===== config.mk =====
export PLATFORM = sky130hd
export DESIGN_NAME = skip_exec
export DESIGN_NICKNAME = d
export VERILOG_FILES = /design/src/skip_exec_pkg.sv /design/src/skip_exec.sv
export SDC_FILE = /design/constraint.sdc
export NUM_CORES = 1
export LEC_CHECK = 0
export ABC_AREA = 1
export BUFFER_PORTS_ARGS = -buffer_cell sky130_fd_sc_hd__buf_2
export CORE_UTILIZATION = 41
export DETAILED_ROUTE_END_ITERATION = 16
export GPL_TIMING_DRIVEN = 0
export PLACE_DENSITY_LB_ADDON = 0.12
export REMOVE_ABC_BUFFERS = 1
export SLEW_MARGIN = 40
export SYNTH_ARGS = -nofsm -noshare
export SYNTH_HDL_FRONTEND = slang
export SYNTH_SLANG_ARGS = --single-unit

===== constraint.sdc =====
create_clock -name clk_i -period 1.1 [get_ports clk_i]
set_input_delay 0.22 -clock clk_i [delete_from_list [all_inputs] [get_ports clk_i]]
set_output_delay 0.22 -clock clk_i [all_outputs]
set_load 0.005 [all_outputs]

===== src/skip_exec_pkg.sv =====
// Package for the increment-and-skip / bit-skip execution block.
// Assumes a single 50 MHz core clock with one-cycle instruction strobes.
package skip_exec_pkg;

   // ==========================================================
   // Widths
   localparam int unsigned DATA_W = 8;
   localparam int unsigned BIT_W  = 3;

   // ==========================================================
   // Constants
   localparam logic [DATA_W-1:0] ONE_C   = 8'h01;
   localparam logic [DATA_W-1:0] ZERO_C  = 8'h00;
   localparam logic [DATA_W-1:0] ACC_RST = 8'h00;

   // ==========================================================
   // Operations
   typedef enum logic [1:0] {
      OP_NONE,
      OP_INC_MEM_SKIP_ZERO,
      OP_INC_TO_ACC_SKIP_ZERO,
      OP_BIT_SKIP_NONZERO
   } skip_op_e;

   // Request carried from the decoder
   typedef struct packed {
      skip_op_e          op;
      logic [DATA_W-1:0] mem_data;
      logic [BIT_W-1:0]  bit_sel;
   } exec_req_s;

   // Results handed back to the core
   typedef struct packed {
      logic              mem_we;
      logic [DATA_W-1:0] mem_wdata;
      logic              acc_we;
      logic [DATA_W-1:0] acc_wdata;
   } exec_res_s;

   // Execution phases
   typedef enum logic [0:0] {
      ST_EXEC,
      ST_DUMMY
   } exec_state_e;

endpackage

===== src/skip_exec.sv =====
// Execution unit for three conditional-skip instructions.
// Assumes the core presents one request per instruction cycle on
// req_valid_i and holds off new requests while busy_o is high.
module skip_exec
   import skip_exec_pkg::*;
(
   input  wire logic        clk_i,
   input  wire logic        sys_rst_i,
   input  wire logic        req_valid_i,
   input  wire exec_req_s   req_i,
   output exec_res_s        res_o,
   output logic             skip_o,
   output logic             busy_o,
   output logic             flags_we_o
);

   // ==========================================================
   // Combinational result
   logic [DATA_W-1:0] inc_val;
   logic              inc_zero;
   logic              bit_set;
   logic              skip_take;
   exec_res_s         res_d;
   exec_res_s         res_q;
   exec_state_e       state_d;
   exec_state_e       state_q;
   logic              skip_d;
   logic              skip_q;

   assign inc_val  = req_i.mem_data + ONE_C;
   assign inc_zero = (inc_val == ZERO_C);
   assign bit_set  = req_i.mem_data[req_i.bit_sel];

   // Dummy cycle blocks requests so a skipped fetch never executes
   always_comb begin
      res_d     = '0;
      skip_take = 1'b0;
      state_d   = state_q;
      if (state_q == ST_DUMMY) begin
         // Dummy cycle: next fetch is discarded, nothing written
         state_d = ST_EXEC;
      end else if (req_valid_i) begin
         case (req_i.op)
            OP_INC_MEM_SKIP_ZERO: begin
               res_d.mem_we    = 1'b1;
               res_d.mem_wdata = inc_val;
               skip_take       = inc_zero;
            end
            OP_INC_TO_ACC_SKIP_ZERO: begin
               res_d.acc_we    = 1'b1;
               res_d.acc_wdata = inc_val;
               skip_take       = inc_zero;
            end
            OP_BIT_SKIP_NONZERO: begin
               skip_take = bit_set;
            end
            default: begin
               skip_take = 1'b0;
            end
         endcase
         if (skip_take) begin
            state_d = ST_DUMMY;
         end
      end
      skip_d = skip_take;
   end

   // ==========================================================
   // State registers
   always_ff @(posedge clk_i) begin
      if (sys_rst_i) begin
         res_q   <= '0;
         state_q <= ST_EXEC;
         skip_q  <= 1'b0;
      end else begin
         res_q   <= res_d;
         state_q <= state_d;
         skip_q  <= skip_d;
      end
   end

   // ==========================================================
   // Outputs
   assign res_o      = res_q;
   assign skip_o     = skip_q;
   assign busy_o     = (state_q == ST_DUMMY);
   // Flags never touched by these instructions
   assign flags_we_o = 1'b0;

   // ==========================================================
   // Assertions
   // Request as the core sees it taken; reset beats a request
   logic              req_taken;
   assign req_taken = req_valid_i && !busy_o && !sys_rst_i;

   property p_inc_mem;
      @(posedge clk_i) disable iff (sys_rst_i)
      (req_taken && req_i.op == OP_INC_MEM_SKIP_ZERO)
      |=> (res_o.mem_we && res_o.mem_wdata ==
           $past(req_i.mem_data) + ONE_C
           && skip_o == ($past(req_i.mem_data) == 8'hff));
   endproperty
   a_inc_mem: assert property (p_inc_mem)
      else $error("memory increment or skip wrong");

   property p_acc_only;
      @(posedge clk_i) disable iff (sys_rst_i)
      (req_taken && req_i.op == OP_INC_TO_ACC_SKIP_ZERO)
      |=> (res_o.acc_we && !res_o.mem_we
           && res_o.acc_wdata == $past(req_i.mem_data) + ONE_C);
   endproperty
   a_acc_only: assert property (p_acc_only)
      else $error("accumulator variant touched memory");

   property p_dummy;
      @(posedge clk_i) disable iff (sys_rst_i)
      skip_o |-> busy_o ##1 (!busy_o && !res_o.mem_we && !res_o.acc_we);
   endproperty
   a_dummy: assert property (p_dummy)
      else $error("skip without one dummy cycle");

   property p_no_skip_nonzero;
      @(posedge clk_i) disable iff (sys_rst_i)
      (req_taken && req_i.op != OP_BIT_SKIP_NONZERO
       && req_i.op != OP_NONE && req_i.mem_data != 8'hff)
      |=> (!skip_o && !busy_o);
   endproperty
   a_no_skip_nonzero: assert property (p_no_skip_nonzero)
      else $error("skip on non-zero increment");

   property p_bit_set;
      @(posedge clk_i) disable iff (sys_rst_i)
      (req_taken && req_i.op == OP_BIT_SKIP_NONZERO
       && req_i.mem_data[req_i.bit_sel])
      |=> (skip_o && !res_o.mem_we && !res_o.acc_we);
   endproperty
   a_bit_set: assert property (p_bit_set)
      else $error("set bit did not skip");

   property p_bit_clr;
      @(posedge clk_i) disable iff (sys_rst_i)
      (req_taken && req_i.op == OP_BIT_SKIP_NONZERO
       && !req_i.mem_data[req_i.bit_sel]) |=> !skip_o;
   endproperty
   a_bit_clr: assert property (p_bit_clr)
      else $error("clear bit skipped");

   property p_flags;
      @(posedge clk_i) disable iff (sys_rst_i)
      $rose(skip_o) |-> !flags_we_o ##1 !flags_we_o;
   endproperty
   a_flags: assert property (p_flags)
      else $error("status flags written");

   property p_skip_source;
      @(posedge clk_i) disable iff (sys_rst_i)
      skip_o |-> $past(req_valid_i) && !$past(busy_o);
   endproperty
   a_skip_source: assert property (p_skip_source)
      else $error("skip without request");

   property p_refused;
      @(posedge clk_i) disable iff (sys_rst_i)
      (req_valid_i && busy_o) |=> (!skip_o && res_o == '0);
   endproperty
   a_refused: assert property (p_refused)
      else $error("request taken during dummy cycle");

   property p_acc_skip;
      @(posedge clk_i) disable iff (sys_rst_i)
      (req_taken && req_i.op == OP_INC_TO_ACC_SKIP_ZERO)
      |=> (skip_o == ($past(req_i.mem_data) == 8'hff));
   endproperty
   a_acc_skip: assert property (p_acc_skip)
      else $error("accumulator increment skip wrong");

   property p_busy_one;
      @(posedge clk_i) disable iff (sys_rst_i)
      busy_o |=> !busy_o;
   endproperty
   a_busy_one: assert property (p_busy_one)
      else $error("dummy cycle longer than one cycle");

   property p_skip_busy;
      @(posedge clk_i) disable iff (sys_rst_i)
      skip_o == busy_o;
   endproperty
   a_skip_busy: assert property (p_skip_busy)
      else $error("dummy cycle not aligned with skip");

   property p_bit_no_write;
      @(posedge clk_i) disable iff (sys_rst_i)
      (req_taken && req_i.op == OP_BIT_SKIP_NONZERO)
      |=> (!res_o.mem_we && !res_o.acc_we);
   endproperty
   a_bit_no_write: assert property (p_bit_no_write)
      else $error("bit test wrote a result");

   // Reset must end a pending dummy cycle, not defer it
   property p_rst_quiet;
      @(posedge clk_i)
      sys_rst_i |=> (!skip_o && !busy_o && res_o == '0);
   endproperty
   a_rst_quiet: assert property (p_rst_quiet)
      else $error("skip or write survived reset");

   // ==========================================================
   // Coverage
   c_inc_wrap: cover property (@(posedge clk_i) disable iff (sys_rst_i)
      res_o.mem_we && skip_o);
   c_acc_wrap: cover property (@(posedge clk_i) disable iff (sys_rst_i)
      res_o.acc_we && skip_o);
   c_bit_skip: cover property (@(posedge clk_i) disable iff (sys_rst_i)
      skip_o && !res_o.mem_we && !res_o.acc_we);
   c_no_skip: cover property (@(posedge clk_i) disable iff (sys_rst_i)
      res_o.mem_we && !skip_o);
   c_refused: cover property (@(posedge clk_i) disable iff (sys_rst_i)
      req_valid_i && busy_o);

endmodule


# Word level (Yosys, flattened, before mapping)
# Index checks and enable logic that the tools add are counted.
classes:
  add_sub_neg: 1
  mul: 0
  div: 0
  order_cmp: 1
  n_eq_ne: 3
  n_shift: 0
  mux: 8
  bitwise: 3
  reduce_logical: 5
op_table:
  columns: ["op", "n"]
  rows:
  - ["9-bit 2-to-1 mux", 2]
  - ["8-bit by 1-bit adder with 8-bit output, second input constant", 1]
  - ["8-bit zero test", 1]
  - ["4-bit OR reduction", 2]
  - ["2-bit equality test, second input constant", 2]
  - ["3-bit by 4-bit less-than comparator with 1-bit output, second input constant", 1]
  - ["1-bit 2-to-1 mux", 4]
  - ["1-bit binary-select mux with 3-bit select", 1]
  - ["1-bit NOT", 3]
  - ["3-bit OR reduction", 1]
  - ["2-bit by 1-bit equality test with 1-bit output, second input constant", 1]
  - ["1-bit one-hot mux with 2 select lines", 1]
  - ["2-bit OR reduction", 1]
totals:
  ff_bits: 20
  latch_bits: 0
  mem_bits_rw: 0
  rom_bits: 0
  output_inout_bits: 21
  word_cells: 27
  n_memories: 0

# Longest topological paths before layout
# Gate-level depths: netlist of the first run.
depth:
  word_depth: 6
  ltp_mapped: 9
  ltp_nobuf: 8

# Worst setup path before layout of the first run
# Ideal clock, no wire load.
synth_path:
  kind: "in2reg"
  start: "in req_i[3] (netlist bit)"
  end: "reg state_q, in the netlist busy_o"
  setup_ns: 0.066
  arrival_time_ns: 1.016
  required_time_ns: 1.034
  setup_slack_ns: 0.018
  path_stages: 7
  path_buffers: 0
  cell_sequence: "ha_1 > nand3_2 > o21ai_0 > nand2_1 > nor2_2 > nand3_2 > a21oi_2"
synth_between:
  elab_chain_cells: 6
  elab_cells_between_ends: 8
synth_rtl:
  columns: ["element", "line_no", "rtl"]
  rows:
  - ["from (decl)", "skip_exec.sv:10", "input wire exec_req_s req_i,"]
  - ["8-bit by 1-bit adder with 8-bit output / 1-bit binary-select mux with 3-bit select (equally long branches)", "skip_exec.sv:30, skip_exec.sv:32", null]
  - ["8-bit zero test / 1-bit 2-to-1 mux (equally long branches)", "skip_exec.sv:31, skip_exec.sv:32", null]
  - ["1-bit one-hot mux with 2 select lines (*)", "skip_exec.sv:43", "case (req_i.op)"]
  - ["1-bit 2-to-1 mux (*)", "skip_exec.sv:42", "end else if (req_valid_i) begin"]
  - ["1-bit 2-to-1 mux (*)", "skip_exec.sv:39", "if (state_q == ST_DUMMY) begin"]
  - ["1-bit 2-to-1 mux (*)", "skip_exec.sv:61", "if (skip_take) begin"]
  - ["to (signal assigned)", "skip_exec.sv:77", "state_q <= state_d;"]
  - ["to (decl)", "skip_exec.sv:26", "exec_state_e state_q;"]
# Every way passes the cells marked *; elsewhere a longest branch is shown, timed or not. The select of a mux whose other input is x is not followed.
# A chain may end at the register's enable or synchronous reset.

# Worst setup path in the final report of the first run
layout_path:
  start: "in req_i[11] (netlist bit)"
  end: "reg state_q, in the netlist busy_o"
layout_between:
  elab_chain_cells: 6
  elab_cells_between_ends: 8
layout_rtl:
  columns: ["element", "line_no"]
  rows:
  - ["2-bit by 1-bit equality test with 1-bit output / 2-bit equality test (equally long branches)", "skip_exec.sv:43"]
  - ["2-bit OR reduction (no line)", null]
  - ["1-bit one-hot mux with 2 select lines (*)", "skip_exec.sv:43"]
  - ["1-bit 2-to-1 mux (*)", "skip_exec.sv:42"]
  - ["1-bit 2-to-1 mux (*)", "skip_exec.sv:39"]
  - ["1-bit 2-to-1 mux (*)", "skip_exec.sv:61"]
# Marks and branches as above.

==> results of run 1 <==
## power groups by stage
stage	logic, mW	clock network, mW	registers (mW)
after floorplan	0.0836	0	0.722
after global placement	0.160	0	0.719
after detailed placement	0.163	0	0.719
after CTS	0.166	0.351	0.704
after global routing	0.203	0.385	0.706
final	0.178	0.340	0.704
## path summary, 6_finish.rpt
path / end / slack (ns) / from
worst min-delay path: res_o[0] / 0.20 / req_i[3]
worst min register to register: busy_o / 0.56 / busy_o
worst max register to register: res_o[16] / 0.11 / busy_o
worst max-delay path: busy_o / 0.07 / req_i[11]
## metal layers
metal | up-vias | routed length [um] | track usage, % | part of all wire [%]
met5 | - | 0 | 0 | 0
met4 | 0 | 26 | 6.86 | 1.6
met3 | 4 | 64 | 2.31 | 3.9
met2 | 24 | 811 | 24.9 | 49
met1 | 340 | 744 | 21.0 | 45
li1 | 402 | - | - | -
## registers in the layout, indices dropped and copies added (netlist names)
name and cells:
busy_o 1, res_o 18
## worst reg2reg max path, cell delays in order (launching register included)
cell	delay (ns)
dfxtp_2	0.35
nor3_4	0.29
nand2_2	0.17
nor2_1	0.13
## layout by cell type, fill, tap and decap left out, drive strengths merged
| cell | count |
|---|---|
| nand4 | 1 |
| xnor2 | 1 |
| conb | 1 |
| buf | 35 |
| nand3 | 9 |
| a21oi | 3 |
| xor2 | 1 |
| nor2 | 22 |
| dfxtp | 19 |
| nand3b | 1 |
| nand2 | 19 |
| o211ai | 2 |
| nor3 | 1 |
| ha | 5 |
| clkbuf | 4 |
| inv | 18 |
| o21ai | 3 |
## layout make-up
class                   instances  area share, %
inverters                      18           6.16
flip-flops and latches         19           34.8
repair buffers                 35           16.0
clock buffers                   4           2.40
multi-input cells              69           37.6
well taps                      27           3.08
## synthesized netlist by cell type, drive strengths merged
| master | n | share of area (%) |
|---|---|---|
| nand3 | 9 | 7.1 |
| xnor2 | 1 | 1.0 |
| xor2 | 1 | 1.0 |
| ha | 5 | 7.4 |
| a21oi | 3 | 2.2 |
| nor3 | 1 | 0.59 |
| o211ai | 2 | 1.8 |
| buf | 3 | 2.7 |
| nor2 | 22 | 11 |
| dfxtp | 19 | 45 |
| nand3b | 1 | 0.89 |
| nand4 | 1 | 0.74 |
| o21ai | 3 | 1.8 |
| nand2 | 18 | 8.6 |
| conb | 1 | 0.44 |
| inv | 18 | 8.0 |
## through the flow
step                total power [mW]  TNS, ns  instances
CTS                             1.22        0        171
floorplan                      0.806        0        105
finish                          1.22        0        172
detailed placement             0.882   -0.862        167
global route                    1.29        0        172
global placement               0.879   -0.974        167
## what timing repair did
| item | CTS | global route |
|---|---|---|
| setup endpoints to repair | 17 | 15 |
| gates cloned | 0 | 1 |
| resized for setup | 3 | 5 |
| pin swaps | 0 | 2 |
## logic make-up after synthesis
kind of cell,count (synthesis),synth area share [%]
AND/OR/NAND/NOR,52,28.6
buffers and inverters,21,10.7
flip-flops,19,45.0
AO/OA/AOI/OAI,8,5.78
adder cells (fa/ha/maj),5,7.41
XOR/XNOR,2,2.07
other,1,0.444
==> results_dict.tcl, run 1 <==
set metrics [dict create \
    path_cells "buf_2 > inv_1 > ha_1 > nand3_1 > nand3b_1 > nor2_1 > nand3_2 > a21oi_2" \
    synth_area_per_cell_um2 7.82 \
    p_per_area_nw_per_um2 1110 \
    yosys.cell_types.count 20 \
    multi_input_area_um2 412 \
    final_hold_viol_count 0 \
    design_area_um2 1100 \
    drc_errors 0 \
    hold_depth 2 \
    place_ws_ns -0.269 \
    clockPowerShare_pct 27.8 \
    grt_max_degree 11 \
    fp-row-count 16 \
    area_growth_pct 29.8 \
    start_kind "input port" \
    critical_path.top_delay_family "simple AND/OR/NAND/NOR gates" \
    switching_power_mw 0.308 \
    ios 37 \
    clockBufferDepth 2 \
    holdWs_ns 0.199 \
    grt_pass1_vias 582 \
    cts.sinks 19 \
    internal-power_mw 0.913 \
    cap_violations 0 \
    fin_ws_ns 0.0655 \
    hold_path_class "input port to register" \
    fin_crit_sh_pct 94.0 \
    gr-usage-all-layers_pct 15.7 \
    grt_pass1_wl_um 2440 \
    die_area_um2 2250 \
    htreeDepth 1 \
    io_buffer_count 35 \
    syn_inst 108 \
    ir_drop_v 0.000486 \
    power.leakage_nw 0.605 \
    drive_above_1_share_pct 35.9 \
    rsz0062_at_grt "no" \
    cts_made_buffers 3 \
    place_hpwl_um 1250 \
    num_vias 770 \
    critPathBufInv 2 \
    place_area_um2 1030 \
    fp.coreArea_um2 1940 \
    yosysWarnings 0 \
    cts_setup_buffers 0 \
    die_y_um 47.4 \
    crit_type "input port to register" \
    start_util_pct 43.5 \
    crit_fanout 3 \
    seqCellArea_um2 382 \
    wl_per_cell_um 9.57 \
    dr.pass1.iters 4 \
    finalSetupViolCount 0 \
    place.gp.congestion 0.783 \
    skew_ns 0.00302 \
    antenna_found_initial 0 \
    layout.nets 167 \
    clkLatencyLatePin_ns 0.29 \
    root_buffer "clkbuf_4" \
    critPathSlowestCell "ha_1" \
    diodes 0 \
    fmax_mhz 967 \
    totalWireLength_um 1650 \
    syn_area_um2 845 \
    drtIter0Drc 16 \
    status "completed" \
    swShare_pct 25.2 \
    fill_cells 195 \
    synth_seq_cells 19 \
    finalCriticalPeriod_ns 1.03 \
    cp.arrival_ns 1.26 \
    die_width_um 47.4 \
    worst-r2r-cell-count 3 \
    path_depth 8 \
    critPathCaptureType "register" \
    comb_power_share_pct 14.6 \
    slowest_delay_ns 0.30 \
    ys_seq_area_share_pct 45.0 \
    cts_tree "yes" \
    seqPwrFrac_pct 57.6 \
    required_ns 1.32 \
    final_core_util_pct 56.4 \
    drtAntennaViolNets 0 \
    drv_slew 0 \
    clk_pin_slew_ns 0.10 \
    via_per_inst 4.48 \
    hold_buffers 0 \
    grt_overflow 0 \
]
(Power assumes the default switching activity.)
==> run 2, diff against run 1 <==
--- a/config.mk
+++ b/config.mk
@@ -6,12 +6,13 @@
 export NUM_CORES = 1
 export LEC_CHECK = 0
 export ABC_AREA = 1
-export BUFFER_PORTS_ARGS = -buffer_cell sky130_fd_sc_hd__buf_2
-export CORE_UTILIZATION = 41
+export CORE_UTILIZATION = 53
 export DETAILED_ROUTE_END_ITERATION = 16
+export DONT_BUFFER_PORTS = 1
 export GPL_TIMING_DRIVEN = 0
 export PLACE_DENSITY_LB_ADDON = 0.12
 export REMOVE_ABC_BUFFERS = 1
+export SKIP_LAST_GASP = 1
 export SLEW_MARGIN = 40
 export SYNTH_ARGS = -nofsm -noshare
 export SYNTH_HDL_FRONTEND = slang
==> run 2 against run 1 <==
Power is 7.0% lower; routed wire length is 20% lower; utilization is 3.6 points higher; clock power is 5% lower; critical path depth is 5 lower; clock skew is 0.0068 ns higher; final area is 18% lower; global-route usage is 0.54 points higher; via count is 20% lower; first-iteration DRC count is 50% lower; sequential power hardly changed; critical path type is now register to register.
==> results_dict.tcl, run 2 (synthesis results as in run 1) <==
set metrics [dict create \
    place_hpwl_um 1070 \
    finalCriticalPeriod_ns 1.01 \
    fill_cells 141 \
    fp-row-count 14 \
    root_buffer "clkbuf_4" \
    critPathCaptureType "register" \
    wl_met1_um 605 \
    status "completed" \
    fp.coreArea_um2 1490 \
    num_vias 615 \
    regToRegEndpoint "res_o[15]" \
    reg2reg_from "busy_o" \
    grt_pass1_wl_um 2220 \
    hold_path_class "input port to register" \
    worstSetupStartpoint "busy_o" \
    die_width_um 41.9 \
    grt_overflow 0 \
    design_area_um2 895 \
    cts_setup_buffers 0 \
    cts_made_buffers 3 \
    skew_ns 0.00979 \
    dp.cells 121 \
    drive_above_1_share_pct 13.6 \
    ios 37 \
    met2_length_um 639 \
    crit_fanout 9 \
    drv_slew 0 \
    ir_drop_v 0.000590 \
    cp.arrival_ns 1.23 \
    clockBufferDepth 2 \
    start_util_pct 56.7 \
    p_per_area_nw_per_um2 1270 \
    fin_ws_ns 0.0873 \
    htreeDepth 1 \
    layout.nets 132 \
    finalSetupViolCount 0 \
    drtIter0Drc 8 \
    start_kind "register" \
    place_area_um2 842 \
    power.total_mw 1.14 \
    power.leakage_nw 0.430 \
    grt_max_degree 11 \
    final_hold_viol_count 0 \
    totalWireLength_um 1320 \
    required_ns 1.32 \
    die_y_um 41.9 \
    diodes 0 \
    rsz0062_at_grt "no" \
    cts.sinks 19 \
    place_ws_ns -0.103 \
    cap_violations 0 \
    drc_errors 0 \
    grt_pass1_vias 545 \
    place.gp.congestion 0.674 \
    fin_crit_sh_pct 92.1 \
    wl_per_cell_um 10.4 \
    fmax_mhz 987 \
    io_buffer_count 0 \
    rrSetupSlack_ns 0.09 \
    area_growth_pct 5.93 \
    worst-r2r-cell-count 3 \
    crit_type "register to register" \
    clk_pin_slew_ns 0.10 \
    wl_met3_um 57 \
    dr.pass1.iters 4 \
    gr-usage-all-layers_pct 16.2 \
    critPathCapture "res_o[15]" \
    largest_register_ffs 18 \
    cts_tree "yes" \
    via_per_inst 4.88 \
    drtAntennaViolNets 0 \
    antenna_found_initial 0 \
    mostFrequentLayoutCells "nor2_1, dfxtp_1, inv_1, nand2_1, nand3_1" \
    die_area_um2 1760 \
    final_cell_count_no_fill 126 \
    clkLatencyLatePin_ns 0.28 \
    tns_ns 0 \
    routed.top_layer "met4" \
]
-- run 2: worst max-delay path: stages, from the launching register on --
cell and delay (ns):
dfxtp_1 0.38, nor3_4 0.25, nand2_2 0.18, nor2_1 0.13
-- run 2: how the worst min path moves through the flow --
stage | from | endpoint | slack [ns] | cells past startpoint
6_report | sys_rst_i | busy_o | 0.09 | 3
2_1_floorplan | req_i[3] | res_o[0] | 0.29 | 1
3_3_place_gp | req_i[3] | res_o[0] | 0.29 | 1
4_1_cts | sys_rst_i | busy_o | 0.10 | 3
3_5_place_dp | req_i[3] | res_o[0] | 0.30 | 1
5_1_grt | sys_rst_i | busy_o | 0.09 | 3
-- run 2: power by group --
group	switching (mW)	total, mW	internal (mW)
Combinational	0.0635	0.107	0.0431
Sequential	0.00660	0.707	0.701
Clock	0.182	0.322	0.140
Total	0.252	1.14	0.884
-- run 2: stage by stage --
stage	hold slack, ns	utilization (%)
floorplan	0.292	-
global placement	0.293	56.6
detailed placement	0.295	56.6
CTS	0.101	59.7
global route	0.0884	60.1
finish	0.0916	60.1
-- run 2: routing by layer --
layer	global-route usage [%]	vias up
li1	-	333
met1	22.2	260
met2	25.9	20
met3	1.30	2
met4	7.74	0
met5	0	-
-- run 2: timing repair --
action,in CTS,in global routing
cloned,0,0
hold buffers,1,0
setup endpoints to repair,18,16
resized for setup,3,1
endpoints found under the hold margin,2,0
-- run 2: layout make-up --
| class | count | area [um^2] | area share (%) |
|---|---|---|---|
| clock buffer | 4 | 26.3 | 2.94 |
| inverter | 18 | 67.6 | 7.55 |
| multi-input combinational | 68 | 390 | 43.6 |
| sequential | 19 | 380 | 42.5 |
| tap | 16 | 20.0 | 2.24 |
| timing repair buffer | 1 | 10.0 | 1.12 |
